## config.mk

```make
export PLATFORM = sky130hd
export DESIGN_NAME = tmr_top
export DESIGN_NICKNAME = d
export VERILOG_FILES = /design/src/inc/tmr_pkg.sv /design/src/verilog/tmr_sync.sv /design/src/verilog/tmr_tick.sv /design/src/verilog/tmr_top.sv
export SDC_FILE = /design/constraint.sdc
export NUM_CORES = 1
export LEC_CHECK = 0
export BUFFER_PORTS_ARGS = -buffer_cell sky130_fd_sc_hd__buf_2
export CORE_MARGIN = 1
export CORE_UTILIZATION = 25
export DETAILED_ROUTE_END_ITERATION = 10
export PLACE_DENSITY_LB_ADDON = 0.08
export SLEW_MARGIN = 20
export SYNTH_ARGS = -nofsm -noshare
export SYNTH_HDL_FRONTEND = slang
export SYNTH_HIERARCHICAL = 1
export SYNTH_SLANG_ARGS = --single-unit
```

## constraint.sdc

```tcl
create_clock -name pclk -period 4.9 [get_ports pclk]
set_input_delay 1.47 -clock pclk [delete_from_list [all_inputs] [get_ports pclk]]
set_output_delay 1.47 -clock pclk [all_outputs]
set_load 0.01 [all_outputs]
```

## src/inc/tmr_pkg.sv

```systemverilog
// Constants, types and register map of the capture/reload/baud timer
// Functional notes
// - Count machine cycles (state times in baud mode) or external falling edges
// - Capture mode: free 16-bit count, overflow flag
// - Trigger fall copies count into capture bytes
// - Trigger fall sets edge flag when enabled
// - Auto-reload: rollover sets flag and reloads
// - Auto-reload: trigger fall also reloads, sets flag
// - Either clock select bit forces baud mode
// - Baud mode: rollover reloads both count bytes
// - Serial bit rate is overflow rate over 16
// - Machine cycle is twelve clocks, state two
// - Internal baud rate is clock/32/(65536-reload)
// - Clock select bits route overflows rx/tx
// - Baud mode: no overflow flag, trigger no reload
// - Interrupt is OR of flags, software clears
// - Counts only while run bit set
package tmr_pkg;

  ////////////////////////////////////////////////////////////////////////////
  // Register byte offsets on APB
  localparam logic [7:0] OFS_CTRL = 8'h00;
  localparam logic [7:0] OFS_RCL  = 8'h04;
  localparam logic [7:0] OFS_RCH  = 8'h08;
  localparam logic [7:0] OFS_CNTL = 8'h0C;
  localparam logic [7:0] OFS_CNTH = 8'h10;

  // Control bit positions, most significant first
  localparam int BIT_TF   = 7;
  localparam int BIT_EXF  = 6;
  localparam int BIT_RCLK = 5;
  localparam int BIT_TRANSMIT_CLOCK_SELECT = 4;
  localparam int BIT_EXEN = 3;
  localparam int BIT_RUN  = 2;
  localparam int BIT_CSEL = 1;
  localparam int BIT_CAP  = 0;

  // Reset values and the rollover count value
  localparam logic [7:0]  CTRL_RST = 8'h00;
  localparam logic [15:0] CNT_RST  = 16'h0000;
  localparam logic [15:0] RCAP_RST = 16'h0000;
  localparam logic [15:0] CNT_MAX  = 16'hFFFF;

  // Timing: clock period, machine cycle and state time in picoseconds
  localparam int CLK_PERIOD_PS = 5000;
  localparam int MACHINE_PS    = 60000;
  localparam int STATE_PS      = 10000;
  localparam int MACHINE_CYC   = (MACHINE_PS + CLK_PERIOD_PS - 1) / CLK_PERIOD_PS;
  localparam int STATE_CYC     = (STATE_PS + CLK_PERIOD_PS - 1) / CLK_PERIOD_PS;
  localparam int BAUD_DIV      = 16;

  ////////////////////////////////////////////////////////////////////////////
  // Control register layout, bit 7 down to bit 0
  typedef struct packed {
    logic overflow_flag;
    logic external_edge_flag;
    logic receive_clock_select;
    logic transmit_clock_select;
    logic external_edge_enable;
    logic run_control;
    logic counter_select;
    logic capture_reload_select;
  } tmr_ctrl_type;

  typedef enum logic [1:0] {
    MODE_RELOAD,
    MODE_CAPTURE,
    MODE_BAUD
  } tmr_mode_type;

endpackage

```

## src/verilog/tmr_sync.sv

```systemverilog
// Three-stage pin synchroniser with filtered falling-edge pulse
`timescale 1ns/1ps
`default_nettype none
module tmr_sync (
  input  wire logic pclk,
  input  wire logic presetn,
  input  wire logic pin_in,
  output var  logic fall_q
);
  logic s1_q;
  logic s2_q;
  logic s3_q;
  logic lvl_q;
  logic lvl_d;
  logic fall_d;

  ////////////////////////////////////////////////////////////////////////////
  // Level accepted only when stages two and three agree
  always_comb begin
    lvl_d  = (s2_q == s3_q) ? s3_q : lvl_q;
    fall_d = lvl_q & ~s2_q & ~s3_q;
  end

  // Idle-high pins, so reset to one to avoid a false edge
  always_ff @(posedge pclk or negedge presetn) begin
    if (!presetn) begin
      s1_q   <= 1'b1;
      s2_q   <= 1'b1;
      s3_q   <= 1'b1;
      lvl_q  <= 1'b1;
      fall_q <= 1'b0;
    end else begin
      s1_q   <= pin_in;
      s2_q   <= s1_q;
      s3_q   <= s2_q;
      lvl_q  <= lvl_d;
      fall_q <= fall_d;
    end
  end
endmodule
`default_nettype wire

```

## src/verilog/tmr_tick.sv

```systemverilog
// Free-running divider giving a one-cycle tick every DIV clocks
`timescale 1ns/1ps
`default_nettype none
module tmr_tick #(
  parameter int DIV = 12
) (
  input  wire logic pclk,
  input  wire logic presetn,
  output var  logic tick_q
);
  localparam int CW = (DIV > 1) ? $clog2(DIV) : 1;
  logic [CW-1:0] cnt_q;
  logic [CW-1:0] cnt_d;
  logic          tick_d;

  ////////////////////////////////////////////////////////////////////////////
  // Wrap at DIV-1 and flag the wrap
  always_comb begin
    tick_d = (cnt_q == CW'(DIV - 1));
    cnt_d  = tick_d ? '0 : cnt_q + CW'(1);
  end

  always_ff @(posedge pclk or negedge presetn) begin
    if (!presetn) begin
      cnt_q  <= '0;
      tick_q <= 1'b0;
    end else begin
      cnt_q  <= cnt_d;
      tick_q <= tick_d;
    end
  end
endmodule
`default_nettype wire

```

## src/verilog/tmr_top.sv

```systemverilog
// Capture/auto-reload/baud timer with APB register access
//
// Register access over APB and the address map are this design's own decisions.
`timescale 1ns/1ps
`default_nettype none
module tmr_top #(
  parameter int MACHINE_DIV = tmr_pkg::MACHINE_CYC,
  parameter int STATE_DIV   = tmr_pkg::STATE_CYC,
  parameter int BIT_DIV     = tmr_pkg::BAUD_DIV
) (
  input  wire logic        pclk,
  input  wire logic        presetn,
  input  wire logic        psel,
  input  wire logic        penable,
  input  wire logic        pwrite,
  input  wire logic [7:0]  paddr,
  input  wire logic [31:0] pwdata,
  output var  logic [31:0] prdata,
  output var  logic        pready,
  output var  logic        pslverr,
  input  wire logic        trigger_pin,
  input  wire logic        count_input_pin,
  output var  logic        timer_irq,
  output var  logic        rx_clock_pulse,
  output var  logic        tx_clock_pulse,
  output var  logic        rx_bit_tick,
  output var  logic        tx_bit_tick
);
  localparam int BW = (BIT_DIV > 1) ? $clog2(BIT_DIV) : 1;

  tmr_pkg::tmr_ctrl_type ctrl_q;
  tmr_pkg::tmr_ctrl_type ctrl_d;
  tmr_pkg::tmr_mode_type mode;
  logic [15:0] cnt_q;
  logic [15:0] cnt_d;
  logic [15:0] rcap_q;
  logic [15:0] rcap_d;
  logic [31:0] prdata_d;
  logic        pready_d;
  logic        pslverr_d;
  logic        irq_d;
  logic        machine_tick;
  logic        state_tick;
  logic        trig_fall;
  logic        cnt_fall;
  logic        acc;
  logic        wr_ctrl;
  logic        wr_rcl;
  logic        wr_rch;
  logic        wr_cntl;
  logic        wr_cnth;
  logic        setup;
  logic        hit;
  logic        inc_src;
  logic        inc;
  logic        roll;
  logic        trig_act;
  logic [1:0]  pulse_q;
  logic [1:0]  bit_q;

  ////////////////////////////////////////////////////////////////////////////
  // Time bases and synchronised pins
  tmr_tick #(.DIV(MACHINE_DIV)) u_machine (
    .pclk    (pclk),
    .presetn (presetn),
    .tick_q  (machine_tick)
  );

  tmr_tick #(.DIV(STATE_DIV)) u_state (
    .pclk    (pclk),
    .presetn (presetn),
    .tick_q  (state_tick)
  );

  tmr_sync u_trig (
    .pclk    (pclk),
    .presetn (presetn),
    .pin_in  (trigger_pin),
    .fall_q  (trig_fall)
  );

  tmr_sync u_cnt (
    .pclk    (pclk),
    .presetn (presetn),
    .pin_in  (count_input_pin),
    .fall_q  (cnt_fall)
  );

  ////////////////////////////////////////////////////////////////////////////
  // APB decode: answer prepared in setup, pready high in access
  always_comb begin
    setup   = psel & ~penable;
    acc     = psel & penable & pready;
    wr_ctrl = acc & pwrite & (paddr == tmr_pkg::OFS_CTRL);
    wr_rcl  = acc & pwrite & (paddr == tmr_pkg::OFS_RCL);
    wr_rch  = acc & pwrite & (paddr == tmr_pkg::OFS_RCH);
    wr_cntl = acc & pwrite & (paddr == tmr_pkg::OFS_CNTL);
    wr_cnth = acc & pwrite & (paddr == tmr_pkg::OFS_CNTH);
    hit     = 1'b1;
    prdata_d = prdata;
    case (paddr)
      tmr_pkg::OFS_CTRL: prdata_d = {24'h000000, ctrl_q};
      tmr_pkg::OFS_RCL:  prdata_d = {24'h000000, rcap_q[7:0]};
      tmr_pkg::OFS_RCH:  prdata_d = {24'h000000, rcap_q[15:8]};
      tmr_pkg::OFS_CNTL: prdata_d = {24'h000000, cnt_q[7:0]};
      tmr_pkg::OFS_CNTH: prdata_d = {24'h000000, cnt_q[15:8]};
      default: begin
        prdata_d = 32'h00000000;
        hit      = 1'b0;
      end
    endcase
    if (!setup || pwrite) begin
      prdata_d = prdata;
    end
    pready_d  = setup;
    pslverr_d = setup & ~hit;
  end

  ////////////////////////////////////////////////////////////////////////////
  // Mode select and count enable
  always_comb begin
    if (ctrl_q.receive_clock_select | ctrl_q.transmit_clock_select) begin
      mode = tmr_pkg::MODE_BAUD;
    end else if (ctrl_q.capture_reload_select) begin
      mode = tmr_pkg::MODE_CAPTURE;
    end else begin
      mode = tmr_pkg::MODE_RELOAD;
    end
    // Counter select counts pin edges; else baud mode counts state times, otherwise machine cycles
    if (ctrl_q.counter_select) begin
      inc_src = cnt_fall;
    end else if (mode == tmr_pkg::MODE_BAUD) begin
      inc_src = state_tick;
    end else begin
      inc_src = machine_tick;
    end
    inc      = ctrl_q.run_control & inc_src;
    roll     = inc & (cnt_q == tmr_pkg::CNT_MAX);
    trig_act = trig_fall & ctrl_q.external_edge_enable;
  end

  ////////////////////////////////////////////////////////////////////////////
  // Count, capture/reload and flag next values
  always_comb begin
    cnt_d  = cnt_q;
    rcap_d = rcap_q;
    ctrl_d = ctrl_q;
    if (inc) begin
      cnt_d = cnt_q + 16'h0001;
    end
    if (roll && mode != tmr_pkg::MODE_CAPTURE) begin
      cnt_d = rcap_q;
    end
    if (trig_act && mode == tmr_pkg::MODE_RELOAD) begin
      cnt_d = rcap_q;
    end
    // Software byte writes win over counting; avoid writing while running
    if (wr_cntl) begin
      cnt_d[7:0] = pwdata[7:0];
    end
    if (wr_cnth) begin
      cnt_d[15:8] = pwdata[7:0];
    end
    if (wr_rcl) begin
      rcap_d[7:0] = pwdata[7:0];
    end
    if (wr_rch) begin
      rcap_d[15:8] = pwdata[7:0];
    end
    // Capture after the software write so a real event is never lost
    if (trig_act && mode == tmr_pkg::MODE_CAPTURE) begin
      rcap_d = cnt_q;
    end
    if (wr_ctrl) begin
      ctrl_d = tmr_pkg::tmr_ctrl_type'(pwdata[7:0]);
    end
    // Hardware set beats a software clear in the same cycle
    if (roll && mode != tmr_pkg::MODE_BAUD) begin
      ctrl_d.overflow_flag = 1'b1;
    end
    if (trig_act) begin
      ctrl_d.external_edge_flag = 1'b1;
    end
    irq_d = ctrl_q.overflow_flag | ctrl_q.external_edge_flag;
  end

  always_ff @(posedge pclk or negedge presetn) begin
    if (!presetn) begin
      ctrl_q    <= tmr_pkg::tmr_ctrl_type'(tmr_pkg::CTRL_RST);
      cnt_q     <= tmr_pkg::CNT_RST;
      rcap_q    <= tmr_pkg::RCAP_RST;
      prdata    <= 32'h00000000;
      pready    <= 1'b0;
      pslverr   <= 1'b0;
      timer_irq <= 1'b0;
    end else begin
      ctrl_q    <= ctrl_d;
      cnt_q     <= cnt_d;
      rcap_q    <= rcap_d;
      prdata    <= prdata_d;
      pready    <= pready_d;
      pslverr   <= pslverr_d;
      timer_irq <= irq_d;
    end
  end

  ////////////////////////////////////////////////////////////////////////////
  // Per-direction baud pulses and divide-by-16 bit ticks; 0 rx, 1 tx
  for (genvar i = 0; i < 2; i++) begin : g_baud
    logic [BW-1:0] div_q;
    logic [BW-1:0] div_d;
    logic          sel;
    logic          pulse_d;
    logic          bit_d;

    always_comb begin
      sel     = (i == 0) ? ctrl_q.receive_clock_select : ctrl_q.transmit_clock_select;
      pulse_d = sel & roll & (mode == tmr_pkg::MODE_BAUD);
      bit_d   = 1'b0;
      div_d   = div_q;
      if (!sel) begin
        div_d = '0;
      end else if (pulse_d) begin
        bit_d = (div_q == BW'(BIT_DIV - 1));
        div_d = bit_d ? '0 : div_q + BW'(1);
      end
    end

    always_ff @(posedge pclk or negedge presetn) begin
      if (!presetn) begin
        div_q      <= '0;
        pulse_q[i] <= 1'b0;
        bit_q[i]   <= 1'b0;
      end else begin
        div_q      <= div_d;
        pulse_q[i] <= pulse_d;
        bit_q[i]   <= bit_d;
      end
    end
  end

  // Outputs are the registered pulses
  assign rx_clock_pulse = pulse_q[0];
  assign tx_clock_pulse = pulse_q[1];
  assign rx_bit_tick    = bit_q[0];
  assign tx_bit_tick    = bit_q[1];
endmodule
`default_nettype wire
```

* Yosys cells after proc, flatten, opt, wreduce, memory -nomap -nowiden
Index checks and enable logic that the tools add are counted.
Operators by class: $add $sub $neg 5, equality and inequality tests 16, muxes and demuxes 29, bitwise logic cells 29, reduce and logical (&&, ||, !) cells 15
Operators with widths (number):
- two-way mux 16 bit | 4
- two-way mux 8 bit | 5
- one-hot mux 8 bit (5 select lines) | 1
- two-way mux 4 bit | 7
- AND 1 bit | 21
- adder 16 x 1 -> 16 bit (second input constant) | 1
- equality test 16 bit (second input constant) | 1
- equality test 8 x 4 -> 1 bit (second input constant) | 2
- adder 4 x 1 -> 4 bit (second input constant) | 3
- equality test 4 bit (second input constant) | 3
- two-way mux 1 bit | 11
- equality test 8 x 3 -> 1 bit (second input constant) | 1
- equality test 8 x 5 -> 1 bit (second input constant) | 1
- zero test 8 bit | 1
- nonzero test 2 bit | 4
- nonzero test 4 bit | 2
- inequality test 2 x 1 -> 1 bit (second input constant) | 3
- inverter 1 bit | 6
- OR reduction 5 bit | 1
- logical AND 1 bit | 4
- equality test 1 bit | 2
- equality test 2 x 1 -> 1 bit (second input constant) | 1
- equality test 2 bit (second input constant) | 1
- zero test 2 bit | 1
- 6 further kinds | 7
Storage, ports and cells: register bits 104, bits of input ports 47, output and inout bits 39, logic and storage cells 130

* Longest topological paths before layout
Gate-level depths: netlist of run 1.
depth in word-level cells 11, mapped depth 9, mapped depth without buffers 7

* Cells and area by module
The synthesis of run 1 kept the hierarchy.
By module, submodules not included:
- tmr_top | times used 1, cells an instance 386, area each 3837.4 µm², seq. area each 1576.5 µm²
- tmr_sync | times used 2, cells an instance 7, area each 148.9 µm², seq. area each 130.1 µm²
- tmr_tick at u_machine | times used 1, cells an instance 15, area each 198.9 µm², seq. area each 125.1 µm²
- tmr_tick at u_state | times used 1, cells an instance 3, area each 53.8 µm², seq. area each 50.0 µm²

* Worst setup path before layout of run 1
No wires, ideal clock.
kind input to register, start input port paddr[7], end register rcap_q[2], setup time 0.137 ns, arrival 2.935 ns, required time 4.763 ns, slack 1.827 ns, stages on the path 6, path buffers 0, cells stage by stage or4_4 > nor3_4 > nor3b_4 > nand2_4 > mux2i_1 > a21oi_1
On the way: longest elaborated chain between the ends 3
Ends and longest elaborated chain:
- start, declared | RTL line tmr_top.sv:16 | input wire logic [7:0] paddr,
- equality test 8 x 3 -> 1 bit | RTL line tmr_top.sv:95 | wr_rcl = acc & pwrite & (paddr == tmr_pkg::OFS_RCL);
- AND 1 bit | RTL line tmr_top.sv:95
- nonzero test 2 bit (no source line)
- end signal, assigned | RTL line tmr_top.sv:191 | rcap_q <= tmr_pkg::RCAP_RST;
- end signal, assigned | RTL line tmr_top.sv:199 | rcap_q <= rcap_d;
- end, declared | RTL line tmr_top.sv:36 | logic [15:0] rcap_q;
Every way passes these cells. A chain may end at the register's enable or synchronous reset.

* Final worst setup path of run 1
Ends and elaborated chain as after synthesis.

==> results.ini, run 1 <==
[clock_tree]
clkTransAtPathRegs_ns=0.06
cts_tree=built
clk_path_buf_depth=2
cts_hold_buf=0
clock_sinks=80
ctsHtreeMaxLevel=3
insertion_delay_ns=0.35
ctsResizeCount=0
root_buffer=clkbuf_16
cts_buffers=9
cts_setup_buffers=0

[drt]
routed-wl-met2_mm=5.40
drt-initial-drc-count=273
routed.top_layer=met4
ant_nets=0
wl_per_cell_um=17.9
drc=0
wl_met3_um=584
via_per_inst=4.81
vias=3265
firstDrtPassIters=6
wl_met1_mm=5.81
wl_mm=12.1

[timing]
drv_slew=0
fin_crit_ns=3.32
rsz0062_at_grt=false
skew_ns=0.00594
tightest_slew_ns=0.861
max_freq_mhz=301
hold_viol_final=0
setup_ws_ns=1.58
setup_viol=0
slew_headroom_pct=42.4
setup_tns_ns=0
min_period_over_period_pct=67.8

[synth]
synth.area.top_cells=dfrtp_1 41%, mux2i_1 6.8%, dfstp_2 4.8%, buf_4 4.6%, a21oi_1 4.3%
synth_edf_count=0
synth_common_cells=72 x dfrtp_1, 43 x nor2_1, 38 x a21oi_1
synth_ff_type=dfrtp_1
synth_most_common_cell=dfrtp_1
ys_warn_count=6
syn_inst=418
ys_seq_area_share_pct=45.9
async_flop_share_pct=100
ys_ff_latch=80
synth_area_um2=4390
avgSynthCellArea_um2=10.5
synth_top_area_cell=dfrtp_1
yosysTopAreaCellShare_pct=41.1
ys_types=60

[min_path]
hold-path-cell-count=0
hold_class=register to register
whs_endpoint=u_cnt/s2_q
hp-start=u_cnt/s1_q

[pwr]
combPwrFrac_pct=6.3
ir_drop_uv=164
p_clk_share_pct=49.5
seqPwrFrac_pct=44.2
p_leak_nw=2.02
powerDensity_nw_per_um2=313
switchingPower_uw=359
power_switching_share_pct=22.8
internal-power_mw=1.22
total_power_mw=1.58

[placement]
dpl_cell_area_um2=4700
place_congestion=0.782
preCtsSetupSlack_ns=1.25
port_buffers=37
hpwl_mm=8.66

[finish]
diodes=0
drive_gt1_share_pct=23.6
synthToLayoutAreaGrowth_pct=14.8
post-route-cell-area_um2=5040
postLayoutCoreUtil_pct=29.2
final_nets=500
seq_area_um2=2010
multi_input_area_um2=2160
fillers=1808

[global_routing]
antenna_found_initial=0
grt_max_degree=66
grt_usage_pct=14.4
grt_first_pass_wirelength_mm=19.0
grt_pass1_vias=3060
gr-total-overflow=0

[worst_setup_path]
r2r_slack_ns=2.28
rr_endpoint=cnt_q[9]
cp_slowest_stage_delay_ns=0.56
reg2reg_from=cnt_q[0]
worstPathArrival_ns=3.54
rr_worst_depth=7
path_max_fanout=9
worst_setup_path_start_kind=input pin
crit_path_top_delay_cell=nor3b_4
cp-end-kind=register
worstPathCellList=buf_2, or4_4, nor3_4, nor3b_4, nand2_4, mux2i_1, a21oi_1
cp.required_ns=5.12
worstSetupPathType=input pin to register
path_buf_inv=1
crit_family=simple AND/OR/NAND/NOR gates

[die]
num_rows=48
fp.coreArea_um2=17200
ios=86
dieArea_um2=18100
chipHeight_um=134
start_util_pct=25.5
die_x_um=134

[run_status]
status=finished, final reports clean

[job]
drv_cap=0

## layer usage
layer	vias up	global-route usage, %
met3	19	2.29
li1	1542	-
met2	108	21.3
met5	-	0
met4	0	7.87
met1	1596	20.1
## how the worst max path moves through the flow
stage / to / from / slack, ns / depth (start not counted)
after floorplan: rcap_q[2] / paddr[7] / 1.83 / 6
after global placement: rcap_q[7] / paddr[7] / 1.27 / 7
after detailed placement: rcap_q[2] / paddr[7] / 1.25 / 7
after CTS: rcap_q[2] / paddr[7] / 1.61 / 7
after global routing: rcap_q[4] / paddr[7] / 1.43 / 7
final: rcap_q[2] / paddr[7] / 1.58 / 7
## registers in the layout, indices dropped and copies added (netlist names), 2 cells and up
name,flops
cnt_q,16
rcap_q,16
g_baud.div_q,8
prdata,8
ctrl_q,6
u_machine/cnt_q,4
g_baud.sel,2
## placed cells by master (no fill, tap or decap), types with 4 or more instances in the layout
cell type / instances
dfstp_2: 8
dfrtp_1: 72
a22o_1: 8
mux2i_1: 30
xnor2_1: 8
a21oi_1: 38
o22ai_1: 5
nor2b_1: 6
a222oi_1: 14
o21ai_0: 6
inv_1: 5
mux2_2: 15
nor2_1: 43
buf_2: 36
nand3_1: 15
xor2_1: 7
clkbuf_16: 9
ha_1: 4
conb_1: 24
nand4_1: 6
buf_4: 6
a22oi_1: 4
nand2_1: 17
nand2b_1: 4
nor3_1: 4
## power groups by stage
stage / Clock (mW) / Sequential, mW / Combinational [mW]
after floorplan: 0 / 0.712 / 0.0587
after global placement: 0 / 0.709 / 0.101
after detailed placement: 0 / 0.710 / 0.101
after CTS: 0.799 / 0.698 / 0.101
after global routing: 0.832 / 0.700 / 0.111
final: 0.780 / 0.697 / 0.0989
## layout make-up
type | count | share of cell area [%]
clock buffer | 11 | 4.62
sequential | 80 | 40.0
multi-input combinational | 311 | 42.9
clock inverter | 5 | 2.09
timing repair buffer | 42 | 4.47
tap | 225 | 5.59
inverter | 5 | 0.373
## stage by stage
step | std cells | hold slack, ns
after detailed placement | 663 | 0.347
after global placement | 663 | 0.346
after CTS | 679 | 0.356
after global routing | 679 | 0.361
final | 679 | 0.355
after floorplan | 441 | 0.345
## cells by family after synthesis
logic type / Yosys count / synth area share, %
mux: 45 / 10.7
fa+ha+maj: 6 / 1.65
other cells: 1 / 0.0855
buf+inv: 50 / 7.01
compound gates: 87 / 13.3
simple gates: 134 / 18.4
flops: 80 / 45.9
xor+xnor: 15 / 2.99
Note: power is estimated with default switching activity, not from simulation.
==> run 2: changes to the inputs <==
ABC_AREA = 1   (was unset)
clock period = 3.3 ns   (was 4.9 ns; I/O delays follow)
==> run 2 against run 1 <==
Against the previous run:
- the run now ends with design-rule violations left
- count of clock-buffer cells in the layout decreased by 2
- sequential power rose by 48%
- non-clock buffer count rose by 2
- cell count up 31%
- clock skew grew 0.0031 ns
- register-to-register slack got worse by 1.4 ns
- first-iteration DRC count shrank 3.7%
- cell area increased by 5.7%
- critical path depth grew 3
- wire length rose by 19%
- sequential cell count did not move
- critical endpoint is now cnt_q[4]
- highest routed layer unchanged
==> results.ini, run 2 <==
[synth]
ys_warn_count=6  ; unchanged
syn_inst=612  ; was 418
ys_ff_latch=80  ; unchanged
avgSynthCellArea_um2=7.63  ; was 10.5 µm²
synth_top_family_by_area=simple AND/OR/NAND/NOR gates  ; unchanged
synth_top_area_cell=dfrtp_1  ; unchanged
synthMuxAreaShare_pct=0  ; was 10.7%
synth_simple_gate_area_share_pct=33.7  ; was 18.4%
synth-xor-area-share_pct=2.06  ; was 2.99%
synth_compound_area_share_pct=8.71  ; was 13.3%
synthAdderAreaFrac_pct=1.07  ; was 1.65%
synth_edf_count=0  ; unchanged
async_flop_share_pct=100  ; unchanged
synth.area.top_cells=dfrtp_1 39%, nand2_1 15%, nand3_1 6.6%, dfstp_2 4.5%, inv_1 4.4%  ; was dfrtp_1 41%, mux2i_1 6.8%, dfstp_2 4.8%, buf_4 4.6%, a21oi_1 4.3%
synth_common_cells=189 x nand2_1, 72 x dfrtp_1, 62 x nand3_1  ; was 72 x dfrtp_1, 43 x nor2_1, 38 x a21oi_1
synth_ff_type=dfrtp_1  ; unchanged
yosysTopAreaCellShare_pct=38.6  ; was 41.1%
synth_area_um2=4670  ; was 4390 µm²
ys_seq_area_share_pct=43.1  ; was 45.9%
ys_types=43  ; was 60
synth_most_common_cell=nand2_1  ; was dfrtp_1

[clock_tree]
cts_tree=built  ; unchanged
insertion_delay_ns=0.35  ; about the same
ctsHtreeMaxLevel=3  ; unchanged
cts_setup_buffers=0  ; unchanged
root_buffer=clkbuf_16  ; unchanged
clk_path_buf_depth=2  ; unchanged
ctsResizeCount=0  ; unchanged
clock_sinks=80  ; unchanged
cts_hold_buf=0  ; unchanged
clkTransAtPathRegs_ns=0.06  ; about the same
cts_buffers=9  ; unchanged

[drt]
wl_mm=14.4  ; was 12.1 mm
ant_nets=0  ; unchanged
via_per_inst=4.58  ; was 4.81
firstDrtPassIters=8  ; was 6
wl_per_cell_um=16.2  ; was 17.9 µm
drt-initial-drc-count=263  ; was 273
drc=10  ; was 0
vias=4066  ; was 3265

[worst_setup_path]
path_max_fanout=17  ; was 9
cp.required_ns=3.52  ; was 5.12 ns
cp_slowest_stage_delay_ns=0.56  ; about the same
crit_path_top_delay_cell=dfrtp_1  ; was nor3b_4
rr_worst_depth=10  ; was 7
worstSetupPathType=register to register  ; was input pin to register
path_buf_inv=0  ; was 1
worstPathCellList=ha_1, nand2_2, nor2_4, nand2_2, nor2_4, nand4_4, nand2_4, nand2_1, nand3b_1, nand3_1  ; was buf_2, or4_4, nor3_4, nor3b_4, nand2_4, mux2i_1, a21oi_1
crit_cells=10  ; was 7
cp-end-kind=register  ; unchanged
worstPathArrival_ns=2.64  ; was 3.54 ns
worst_setup_path_start_kind=register  ; was input pin
crit_family=simple AND/OR/NAND/NOR gates  ; unchanged

[finish]
diodes=0  ; unchanged
postLayoutCoreUtil_pct=29.3  ; was 29.2%
final_cell_mix=189 x nand2_1, 72 x dfrtp_1, 62 x nand3_1  ; was 72 x dfrtp_1, 43 x nor2_1, 38 x a21oi_1
drive_gt1_share_pct=18.7  ; was 23.6%
final_nets=705  ; was 500
layout_commonest_cell=nand2_1  ; was dfrtp_1
largestRegisters=cnt_q x16, rcap_q x16  ; unchanged
synthToLayoutAreaGrowth_pct=14.0  ; was 14.8%

[timing]
skew_ns=0.00902  ; was 0.00594 ns
hold_viol_final=0  ; unchanged
max_freq_mhz=415
fin_crit_ns=2.41
slew_headroom_pct=47.3  ; was 42.4%
setup_viol=0  ; unchanged
setup_tns_ns=0  ; unchanged
tightest_slew_ns=0.787  ; was 0.861 ns
rsz0062_at_grt=false  ; unchanged
min_period_over_period_pct=73.1
drv_slew=0  ; unchanged

[global_routing]
antenna_found_initial=0  ; unchanged
gr-total-overflow=0  ; unchanged
grt_first_pass_wirelength_mm=22.7  ; was 19.0 mm
grt_max_degree=44  ; was 66
grt_usage_pct=15.7  ; was 14.4%
grt_pass1_vias=4002  ; was 3060

[placement]
hpwl_mm=11.0  ; was 8.66 mm
port_buffers=37  ; unchanged
place_congestion=0.840  ; was 0.782

[min_path]
hold_class=register to register  ; unchanged
hold-path-cell-count=0  ; unchanged

[die]
start_util_pct=25.7  ; was 25.5%
dieArea_um2=19200  ; was 18100 µm²
ios=86  ; unchanged
num_rows=49  ; was 48
die_x_um=139  ; was 134 µm
chipHeight_um=139  ; was 134 µm
fp.coreArea_um2=18100  ; was 17200 µm²

[run_status]
status=finished, violations left  ; was finished, final reports clean
violations=design-rule violations

[pwr]
powerDensity_nw_per_um2=405  ; was 313 nW/µm²
ir_drop_uv=159  ; was 164 µV
p_leak_nw=2.67  ; was 2.02 nW

[job]
drv_cap=0  ; unchanged

-- run 2: cell count changes after synthesis, moves of 14 or more --
cell / before / now
o21ai_0: 6 / 20
nand2_1: 17 / 189
a21oi_1: 38 / 19
mux2_2: 15 / 0
inv_2: 0 / 15
mux2i_1: 30 / 0
a222oi_1: 14 / 0
nand3_1: 15 / 62
nand2_2: 0 / 15
inv_1: 5 / 55
-- run 2: worst paths after layout --
path | end | slack, ns | startpoint
worst min-delay path | u_trig/s2_q | 0.36 | u_trig/s1_q
worst max-delay path | cnt_q[4] | 0.89 | cnt_q[0]
max in group asynchronous | rcap_q[13] | 2.06 | presetn
min in group asynchronous | g_baud[0].div_q[3] | 0.60 | presetn
worst min register to register | u_trig/s2_q | 0.36 | u_trig/s1_q
worst max register to register | cnt_q[4] | 0.89 | cnt_q[0]
-- run 2: logic make-up (layout without fill, tap and decap cells) --
| group | count (synthesis) | in the layout |
|---|---|---|
| compound gates | 68 | 68 |
| xor+xnor | 11 | 11 |
| fa+ha+maj | 4 | 4 |
| buf+inv | 107 | 131 |
| flops | 80 | 80 |
| other cells | 1 | 24 |
| simple gates | 341 | 341 |
-- run 2: final cells by class --
cell class,count,area [µm²]
Tap cell,229,287
Clock buffer,9,225
Fill cell,1981,12800
Multi-Input combinational cell,448,2210
Inverter,71,267
Sequential cell,80,2010
Timing Repair Buffer,44,253
Clock inverter,7,63.8
-- run 2: metal layers --
metal / track usage [%] / up-vias / routed length (µm)
met3: 1.93 / 20 / 504
met1: 20.5 / 1930 / 6680
li1: - / 2006 / -
met5: 0 / - / 0
met2: 26.1 / 110 / 6820
met4: 7.13 / 0 / 386
-- run 2: through the flow --
| step | setup WS (ns) | area (µm²) | instances | total power [mW] | hold WS [ns] |
|---|---|---|---|---|---|
| 2_1_floorplan | 1.10 | 4750 | 635 | 1.14 | 0.345 |
| 3_3_place_gp | 0.650 | 5030 | 872 | 1.20 | 0.348 |
| 3_5_place_dp | 0.615 | 5030 | 872 | 1.20 | 0.347 |
| 4_1_cts | 0.866 | 5320 | 888 | 2.20 | 0.357 |
| 5_1_grt | 0.725 | 5320 | 888 | 2.26 | 0.359 |
| 6_report | 0.887 | 5320 | 888 | 2.15 | 0.356 |
-- run 2: power breakdown --
part           leakage (nW)  internal [mW]  switching, mW  total, mW
registers              1.02           1.01         0.0164       1.03
clock network         0.136          0.525          0.453      0.979
logic                  1.52         0.0490         0.0967      0.146
total                  2.67           1.59          0.567       2.15
